## config.mk

```make
export PLATFORM = sky130hd
export DESIGN_NAME = usr_rx
export DESIGN_NICKNAME = d
export VERILOG_FILES = /design/src/shared/usr_pkg.sv /design/src/rtl/usr_rx.sv
export SDC_FILE = /design/constraint.sdc
export NUM_CORES = 1
export LEC_CHECK = 0
export CAP_MARGIN = 0
export CORE_MARGIN = 1
export CORE_UTILIZATION = 50
export DETAILED_ROUTE_END_ITERATION = 10
export DONT_BUFFER_PORTS = 1
export GPL_TIMING_DRIVEN = 0
export SETUP_SLACK_MARGIN = 0.4
export SLEW_MARGIN = 10
export SYNTH_ARGS = -nofsm -noshare
export SYNTH_HDL_FRONTEND = slang
export SYNTH_SLANG_ARGS = --single-unit
```

## constraint.sdc

```tcl
create_clock -name clk_i -period 4.2 [get_ports clk_i]
set_input_delay 0.42 -clock clk_i [delete_from_list [all_inputs] [get_ports clk_i]]
set_output_delay 0.42 -clock clk_i [all_outputs]
set_load 0.05 [all_outputs]
```

## src/shared/usr_pkg.sv

```systemverilog
// usr_pkg: constants for the uart receive sampling and wakeup block
// assumes a 20 MHz module clock and a single clock domain
package usr_pkg;
  localparam int unsigned CLK_HZ      = 20000000;
  localparam int unsigned OSR         = 16;
  localparam int unsigned BAUD_DEF    = 9600;
  localparam logic [3:0]  TICK_S1     = 4'h2;
  localparam logic [3:0]  TICK_S2     = 4'h4;
  localparam logic [3:0]  TICK_S3     = 4'h6;
  localparam logic [3:0]  TICK_D1     = 4'h7;
  localparam logic [3:0]  TICK_D2     = 4'h8;
  localparam logic [3:0]  TICK_D3     = 4'h9;
  localparam logic [3:0]  TICK_LAST   = 4'hF;
  localparam logic [3:0]  BITS_8      = 4'h8;
  localparam logic [3:0]  BITS_9      = 4'h9;
  localparam logic [3:0]  IDLE_8      = 4'hA;
  localparam logic [3:0]  IDLE_9      = 4'hB;
  localparam logic [2:0]  HIGH_RUN    = 3'h3;
  // register map: byte address of each word, 4 * word index
  localparam logic [3:0]  ADDR_CTRL   = 4'h0;
  localparam logic [3:0]  ADDR_STAT   = 4'h4;
  localparam logic [3:0]  ADDR_DATA   = 4'h8;
  localparam logic [3:0]  ADDR_BAUD   = 4'hC;
  // control bits
  localparam int unsigned C_ENABLE    = 0;
  localparam int unsigned C_LEN9      = 1;
  localparam int unsigned C_WAKE_ADDR = 2;
  localparam int unsigned C_IDLE_SEL  = 3;
  localparam int unsigned C_STANDBY   = 4;
  // status bits
  localparam int unsigned S_FULL      = 0;
  localparam int unsigned S_IDLE      = 1;
  localparam int unsigned S_NOISE     = 2;
  localparam int unsigned S_FRAME     = 3;
  localparam int unsigned S_BREAK     = 4;
  localparam int unsigned S_OVERRUN   = 5;
  localparam int unsigned S_STANDBY   = 6;
  localparam logic [15:0] BAUD_RST    = 16'(CLK_HZ / (OSR * BAUD_DEF) - 1);
endpackage : usr_pkg

```

## src/rtl/usr_rx.sv

```systemverilog
// usr_rx: receive-side data recovery, error flags and standby wakeup
// assumes rx_i is an asynchronous pin and the register port is on clk_i
// status flags clear on a read of the status word; data read clears full
//
// Implementation choices: the plain strobed port and the register offsets.

// Overview of operation
// - sample the line on a tick at sixteen times the baud rate
// - realign tick phase after start bit and after a one-to-zero data change
// - hunt for a low that follows three consecutive high samples
// - a candidate falling edge starts the sixteen-position tick counter
// - start checked at ticks 3,5,7; accept if at most one high; noise if one
// - failed start check resets the counter and restarts the hunt
// - data bit is majority of ticks 8,9,10; noise if samples disagree
// - high samples at 8,9,10 of a verified start only raise noise
// - stop sampled at 8,9,10; framing error on zero majority; noise on disagree
// - framing error flag sets in the same cycle as receiver full
// - a break character also sets the framing error flag
// - realign the tick phase on each valid falling edge within a character
// - standby bit puts receiver in standby, receiver events suppressed
// - address wake: character with msb one clears standby and sets full
// - idle wake: idle character clears standby, sets neither idle nor full
// - idle count select picks counting after start bit or after stop bit
// - clearing the wake method bit while line idle may wake immediately
// - character length eight or nine data bits per length control bit
// - a complete character moves to the data register unless full is still set, and sets full
// - idle flag sets after ten or eleven consecutive high bits
module usr_rx (
  // clock and reset
  input  wire logic        clk_i,
  input  wire logic        resetn_i,
  // serial line
  input  wire logic        rx_i,
  // register port
  input  wire logic [3:0]  addr_i,
  input  wire logic [15:0] wdata_i,
  input  wire logic        wr_i,
  input  wire logic        rd_i,
  output logic      [15:0] rdata_o,
  // status levels
  output logic             rx_full_flag_o,
  output logic             rx_standby_bit_o
);
  typedef enum logic [1:0] {ST_HUNT, ST_START, ST_DATA, ST_STOP} usr_state_t;

  // synchroniser; first stage is read only by the second
  logic rx_m_q, rx_s_q;
  always_ff @(posedge clk_i or negedge resetn_i) begin
    if (!resetn_i) begin
      rx_m_q <= 1'b1;
      rx_s_q <= 1'b1;
    end else begin
      rx_m_q <= rx_i;
      rx_s_q <= rx_m_q;
    end
  end

  // control and baud state
  logic [4:0]  ctrl_q, ctrl_d;
  logic [15:0] baud_q, baud_d;
  logic [15:0] div_q, div_d;
  logic        tick;

  // receiver state
  usr_state_t  st_q, st_d;
  logic [3:0]  ph_q, ph_d;
  logic [2:0]  hi_q, hi_d;
  logic [2:0]  smp_q, smp_d;
  logic [3:0]  nbit_q, nbit_d;
  logic [8:0]  sh_q, sh_d;
  logic        prev_q, prev_d;
  logic        last_q, last_d;
  logic        nacc_q, nacc_d;
  logic [3:0]  idle_q, idle_d;
  logic        idle_arm_q, idle_arm_d;
  logic [8:0]  data_q, data_d;
  logic [6:0]  stat_q, stat_d;
  logic [15:0] rdata_q, rdata_d;

  logic       maj;
  logic       dis;
  logic [3:0] nbits;
  logic [3:0] idle_len;
  logic       done;
  logic       done_frame;
  logic       done_noise;
  logic       idle_hit;

  always_comb begin
    maj = (smp_q[0] & smp_q[1]) | (smp_q[0] & smp_q[2]) | (smp_q[1] & smp_q[2]);
    dis = (smp_q != 3'h0) && (smp_q != 3'h7);
  end

  always_comb begin
    div_d = div_q;
    tick  = 1'b0;
    if (!ctrl_q[usr_pkg::C_ENABLE]) begin
      div_d = 16'h0000;
    end else if (div_q >= baud_q) begin
      div_d = 16'h0000;
      tick  = 1'b1;
    end else begin
      div_d = div_q + 16'h0001;
    end
  end

  always_comb begin
    st_d       = st_q;
    ph_d       = ph_q;
    hi_d       = hi_q;
    smp_d      = smp_q;
    nbit_d     = nbit_q;
    sh_d       = sh_q;
    prev_d     = prev_q;
    last_d     = last_q;
    nacc_d     = nacc_q;
    idle_d     = idle_q;
    idle_arm_d = idle_arm_q;
    done       = 1'b0;
    done_frame = 1'b0;
    done_noise = 1'b0;
    idle_hit   = 1'b0;
    nbits      = ctrl_q[usr_pkg::C_LEN9] ? usr_pkg::BITS_9 : usr_pkg::BITS_8;
    idle_len   = ctrl_q[usr_pkg::C_LEN9] ? usr_pkg::IDLE_9 : usr_pkg::IDLE_8;
    if (!ctrl_q[usr_pkg::C_ENABLE]) begin
      st_d = ST_HUNT;
      hi_d = 3'h0;
      ph_d = 4'h0;
    end else if (tick) begin
      last_d = rx_s_q;
      // idle counting runs per bit time in any state
      if (ph_q == usr_pkg::TICK_LAST && idle_arm_q) begin
        if (rx_s_q) begin
          if (idle_q < idle_len) begin
            idle_d = idle_q + 4'h1;
          end
          if (idle_q + 4'h1 == idle_len) begin
            idle_hit = 1'b1;
          end
        end else begin
          idle_d = 4'h0;
        end
      end
      ph_d = ph_q + 4'h1;
      unique case (st_q)
        ST_HUNT: begin
          ph_d = (ph_q == usr_pkg::TICK_LAST) ? 4'h0 : ph_q + 4'h1;
          if (rx_s_q) begin
            hi_d = (hi_q < usr_pkg::HIGH_RUN) ? hi_q + 3'h1 : hi_q;
          end else if (hi_q >= usr_pkg::HIGH_RUN) begin
            st_d   = ST_START;
            ph_d   = 4'h1;
            smp_d  = 3'h0;
            nacc_d = 1'b0;
            hi_d   = 3'h0;
          end else begin
            hi_d = 3'h0;
          end
        end
        ST_START: begin
          if (ph_q == usr_pkg::TICK_S1) smp_d[0] = rx_s_q;
          if (ph_q == usr_pkg::TICK_S2) smp_d[1] = rx_s_q;
          if (ph_q == usr_pkg::TICK_S3) begin
            smp_d[2] = rx_s_q;
            if (32'(smp_q[0]) + 32'(smp_q[1]) + 32'(rx_s_q) > 1) begin
              st_d = ST_HUNT;
              ph_d = 4'h0;
            end else if (smp_q[0] | smp_q[1] | rx_s_q) begin
              nacc_d = 1'b1;
            end
          end
          if (ph_q == usr_pkg::TICK_D1) smp_d[0] = rx_s_q;
          if (ph_q == usr_pkg::TICK_D2) smp_d[1] = rx_s_q;
          if (ph_q == usr_pkg::TICK_D3 && rx_s_q | smp_q[0] | smp_q[1]) begin
            nacc_d = 1'b1;
          end
          if (ph_q == usr_pkg::TICK_LAST) begin
            st_d   = ST_DATA;
            nbit_d = 4'h0;
            prev_d = 1'b0;
            if (!ctrl_q[usr_pkg::C_IDLE_SEL]) begin
              idle_arm_d = 1'b1;
              idle_d     = 4'h0;
            end
          end
        end
        ST_DATA, ST_STOP: begin
          // realign on a falling edge seen early in the bit after a high bit
          if (prev_q && last_q && !rx_s_q && ph_q < usr_pkg::TICK_D1 && ph_q != 4'h0) begin
            ph_d = 4'h1;
          end
          if (ph_q == usr_pkg::TICK_D1) smp_d[0] = rx_s_q;
          if (ph_q == usr_pkg::TICK_D2) smp_d[1] = rx_s_q;
          if (ph_q == usr_pkg::TICK_D3) smp_d[2] = rx_s_q;
          if (ph_q == usr_pkg::TICK_LAST) begin
            prev_d = maj;
            if (dis) nacc_d = 1'b1;
            if (st_q == ST_DATA) begin
              sh_d   = {maj, sh_q[8:1]};
              nbit_d = nbit_q + 4'h1;
              if (nbit_q + 4'h1 == nbits) st_d = ST_STOP;
            end else begin
              done       = 1'b1;
              done_frame = !maj;
              done_noise = nacc_q | dis;
              st_d       = ST_HUNT;
              ph_d       = 4'h0;
              hi_d       = maj ? 3'h1 : 3'h0;
              if (ctrl_q[usr_pkg::C_IDLE_SEL]) begin
                idle_arm_d = 1'b1;
                idle_d     = 4'h0;
              end
            end
          end
        end
      endcase
    end
    // one idle flag per idle run; the next character rearms the count
    if (idle_hit) idle_arm_d = 1'b0;
  end

  // received character, aligned for 8- or 9-bit length; the last bit shifted in is its msb either way
  logic [8:0] rx_char;
  logic       msb;
  always_comb begin
    rx_char = ctrl_q[usr_pkg::C_LEN9] ? sh_q : {1'b0, sh_q[8:1]};
    msb     = sh_q[8];
  end

  always_comb begin
    ctrl_d  = ctrl_q;
    baud_d  = baud_q;
    data_d  = data_q;
    stat_d  = stat_q;
    rdata_d = 16'h0000;
    // reads first so a same-cycle hardware set wins below
    if (rd_i) begin
      unique case (addr_i)
        usr_pkg::ADDR_CTRL: rdata_d = {11'h000, ctrl_q};
        usr_pkg::ADDR_STAT: rdata_d = {9'h000, stat_q};
        usr_pkg::ADDR_DATA: rdata_d = {7'h00, data_q};
        usr_pkg::ADDR_BAUD: rdata_d = baud_q;
        default:            rdata_d = 16'h0000;
      endcase
      if (addr_i == usr_pkg::ADDR_STAT) begin
        stat_d[usr_pkg::S_IDLE]    = 1'b0;
        stat_d[usr_pkg::S_NOISE]   = 1'b0;
        stat_d[usr_pkg::S_FRAME]   = 1'b0;
        stat_d[usr_pkg::S_BREAK]   = 1'b0;
        stat_d[usr_pkg::S_OVERRUN] = 1'b0;
      end
      if (addr_i == usr_pkg::ADDR_DATA) stat_d[usr_pkg::S_FULL] = 1'b0;
    end
    if (wr_i && addr_i == usr_pkg::ADDR_CTRL) ctrl_d = wdata_i[4:0];
    if (wr_i && addr_i == usr_pkg::ADDR_BAUD) baud_d = wdata_i;
    if (done) begin
      if (ctrl_q[usr_pkg::C_STANDBY]) begin
        // standby: only an address mark completes into status
        if (ctrl_q[usr_pkg::C_WAKE_ADDR] && msb) begin
          ctrl_d[usr_pkg::C_STANDBY] = 1'b0;
          data_d                     = rx_char;
          stat_d[usr_pkg::S_FULL]    = 1'b1;
          stat_d[usr_pkg::S_FRAME]   = done_frame;
          stat_d[usr_pkg::S_NOISE]   = done_noise;
        end
      end else begin
        if (stat_q[usr_pkg::S_FULL] && !(rd_i && addr_i == usr_pkg::ADDR_DATA)) begin
          stat_d[usr_pkg::S_OVERRUN] = 1'b1;
        end else begin
          data_d = done_frame && rx_char == 9'h000 ? 9'h000 : rx_char;
        end
        stat_d[usr_pkg::S_FULL] = 1'b1;
        if (done_frame) stat_d[usr_pkg::S_FRAME] = 1'b1;
        if (done_noise) stat_d[usr_pkg::S_NOISE] = 1'b1;
        if (done_frame && rx_char == 9'h000) stat_d[usr_pkg::S_BREAK] = 1'b1;
      end
    end
    if (idle_hit) begin
      if (ctrl_q[usr_pkg::C_STANDBY]) begin
        // waking idle character leaves idle and full untouched
        if (!ctrl_q[usr_pkg::C_WAKE_ADDR]) ctrl_d[usr_pkg::C_STANDBY] = 1'b0;
      end else begin
        stat_d[usr_pkg::S_IDLE] = 1'b1;
      end
    end
    stat_d[usr_pkg::S_STANDBY] = ctrl_d[usr_pkg::C_STANDBY];
  end

  always_ff @(posedge clk_i or negedge resetn_i) begin
    if (!resetn_i) begin
      ctrl_q     <= 5'h00;
      baud_q     <= usr_pkg::BAUD_RST;
      div_q      <= 16'h0000;
      st_q       <= ST_HUNT;
      ph_q       <= 4'h0;
      hi_q       <= 3'h0;
      smp_q      <= 3'h0;
      nbit_q     <= 4'h0;
      sh_q       <= 9'h000;
      prev_q     <= 1'b0;
      last_q     <= 1'b1;
      nacc_q     <= 1'b0;
      idle_q     <= 4'h0;
      idle_arm_q <= 1'b1;
      data_q     <= 9'h000;
      stat_q     <= 7'h00;
      rdata_q    <= 16'h0000;
      rx_full_flag_o   <= 1'b0;
      rx_standby_bit_o <= 1'b0;
    end else begin
      ctrl_q     <= ctrl_d;
      baud_q     <= baud_d;
      div_q      <= div_d;
      st_q       <= st_d;
      ph_q       <= ph_d;
      hi_q       <= hi_d;
      smp_q      <= smp_d;
      nbit_q     <= nbit_d;
      sh_q       <= sh_d;
      prev_q     <= prev_d;
      last_q     <= last_d;
      nacc_q     <= nacc_d;
      idle_q     <= idle_d;
      idle_arm_q <= idle_arm_d;
      data_q     <= data_d;
      stat_q     <= stat_d;
      rdata_q    <= rdata_d;
      rx_full_flag_o   <= stat_d[usr_pkg::S_FULL];
      rx_standby_bit_o <= ctrl_d[usr_pkg::C_STANDBY];
    end
  end

  assign rdata_o = rdata_q;
endmodule : usr_rx

```

==> metrics.cfg <==
[outcome]
status=finished clean

[cells_and_area]
drive_gt1_share_pct=13.04
mostFrequentLayoutCells=dfrtp_1 (97), nand2_1 (41), nor2_1 (37), mux2_2 (37), o21ai_0 (36)
utilization_pct=56.44
syn_to_final_growth_pct=9.306
layout_commonest_cell=dfrtp_1
nNetsFinal=627
diodes=0
fillers=962

[die]
ioPinCount=43
die_w_um=108.3
row_count=38
start_util_pct=51.64
fp.dieH_um=108.3
fp.coreArea_mm2=0.01094
dieArea_mm2=0.01172

[timing]
finalSetupTns_ns=0
clock_skew_ns=0.007611
period_share_pct=68.59
slew_headroom_pct=34.67
layout_min_cycle_time_ns=2.881
hold_violations=0
final_max_slew_viol_count=0
rsz0062_at_grt=no
setup_ws_ns=1.319
finalSetupViolations=0
worst_slew_pin_slew_ns=0.9724
max_freq_mhz=347.1

[grt]
grt_overflow=0
grt_max_degree=104
grt_pass1_wl_mm=21.11
first_global_vias=4099
antenna_found_initial=0
grtUsageTotal_pct=23.69

[worst_hold_path]
holdCritPathClass=primary input to asynchronous set/reset pin

[yosys]
netlist_instances=558
synth.net_count=615
synth_cell_type_count=64
synthMuxAreaShare_pct=9.860
synth_xor_xnor_area_share_pct=2.792
synth_fa_ha_area_share_pct=7.091
synth_top_area_cell=dfrtp_1
ys.flop_type=dfrtp_1
yosysSeqAreaShare_pct=45.78
synth-simple-area-share_pct=16.15
synth_edf_count=0
synth_top_cell_area_share_pct=42.99
synth-seq-cells=103
ys_async_sr_fraction_pct=100.0
synth-compound-area-share_pct=13.96
yosys-top-cells-area=dfrtp_1 (43%), mux2_2 (7.4%), ha_1 (7.1%)
synth_warnings=0
synth_top_family_by_area=simple AND/OR/NAND/NOR gates
postSynthAreaPerCell_um2=10.12
netlist_area_mm2=0.005647

[clock_network]
post-cts-setup-buffers=0
tritoncts=built
clock_path_buffers=2
htreeDepth=3
cts.reportedPaths.clkPinSlew_ns=0.07
clkSinkCount=103
clock_latency_ns=0.35
cts_root_buf=clkbuf_16
cts_made_buffers=9

[routing]
wire_per_inst_um=17.90
postRouteAntennaNets=0
wl_mm=12.80
vias=4209
firstDrtPassIters=6
via_per_inst=5.887
first_iter_violations=272
drcViolationCount=0

[placed_design]
dp_hpwl_mm=9.358
place.gp.congestion=0.8765
io_buffers=0
dp_slack_ns=1.314

[critical_path]
worstSetupPathType=register to register
end_kind=register
arrival_ns=3.16
path_max_fanout=10
crit_required_ns=4.48
worstSetupStartpointType=register

[power]
power.leakage_nw=2.824
ir_drop_mv=0.2352
p_per_area_mw_per_mm2=377.9

[flow_run]
maxCapViolCount=0

[Yosys cell counts (all sizes together), types with 8 or more instances]
| master | instances |
|---|---|
| mux2i | 8 |
| nor3 | 23 |
| and3 | 13 |
| nand3 | 21 |
| clkbuf | 21 |
| nor2 | 37 |
| dfrtp | 97 |
| o21ai | 38 |
| xnor2 | 8 |
| mux2 | 38 |
| nor2b | 8 |
| inv | 35 |
| a211oi | 8 |
| a21oi | 23 |
| xor2 | 10 |
| ha | 32 |
| nand2 | 42 |
[per-layer routing]
layer | wire (µm) | track usage, %
met2 | 5811 | 36.53
met4 | 275 | 9.459
met1 | 6072 | 32.78
met3 | 641 | 4.581
met5 | 0 | 0
[critical path: stages, from the launching register on]
cell and delay (ns):
dfstp_2 0.55, ha_1 0.23, nand2b_4 0.14, a2111oi_4 0.33, o21ai_1 0.18, a2111oi_4 0.70
buf_6 0.24, nand2_2 0.11, buf_2 0.21, nor2_1 0.12
[cell families (layout without fill, tap and decap cells)]
family                   after synthesis  after routing
buffers and inverters                 61             78
AO/OA/AOI/OAI                        117            117
AND/OR/NAND/NOR                      179            179
flip-flops                           103            103
adder cells (fa/ha/maj)               32             32
multiplexers                          48             48
XOR/XNOR                              18             18
[power by group]
| part | switching [mW] | total [mW] | internal, mW | leakage, nW |
|---|---|---|---|---|
| clock network | 0.368 | 0.910 | 0.542 | 0.153 |
| registers | 0.0703 | 1.13 | 1.06 | 1.37 |
| logic | 0.181 | 0.297 | 0.116 | 1.30 |
[final cells by class]
| cell class | instances | area (µm²) | share of cell area (%) |
|---|---|---|---|
| Clock inverter | 4 | 76.32 | 1.237 |
| Buffer | 26 | 115.1 | 1.865 |
| Multi-Input combinational cell | 394 | 2815 | 45.61 |
| Timing Repair Buffer | 1 | 27.53 | 0.4460 |
| Inverter | 35 | 131.4 | 2.129 |
| Clock buffer | 12 | 246.5 | 3.994 |
| Sequential cell | 103 | 2585 | 41.88 |
| Tap cell | 140 | 175.2 | 2.838 |
[per-stage QoR]
step	hold WS, ns	total power [mW]	std cells	area (µm²)
floorplan	0.1244	1.341	558	5647
global placement	0.1274	1.411	698	5822
detailed placement	0.1262	1.421	698	5822
CTS	0.02146	2.357	715	6172
global route	0.02818	2.447	715	6172
finish	0.004896	2.333	715	6172
[sequential cells by signal, summed over array words and instances, names as in the netlist, 3 cells and up]
register / count
baud_q: 16
div_q: 16
rdata_o: 16
data_q: 9
sh_q: 9
stat_q: 6
ctrl_q: 5
idle_q: 4
nbit_q: 4
ph_q: 4
hi_q: 3
smp_q: 3
[worst paths after layout]
check | slack (ns) | depth (start not counted) | endpoint | start
worst max-delay path | 1.32 | 9 | div_q[10] | baud_q[0]
worst min-delay path | 0.005 | 1 | data_q[5] | resetn_i
worst max register to register | 1.32 | 9 | div_q[10] | baud_q[0]
worst min register to register | 0.36 | 0 | rx_s_q | rx_m_q
max in group asynchronous | 3.80 | 1 | rx_s_q | resetn_i
min in group clk_i | 0.07 | 0 | rx_m_q | rx_i
[what timing repair did]
action / 4_1_cts / 5_1_grt
endpoints found under the hold margin: 103 / 0
hold buffers: 1 / 0
gates resized for setup: 0 / 0
Note: power is estimated with default switching activity, not from simulation.
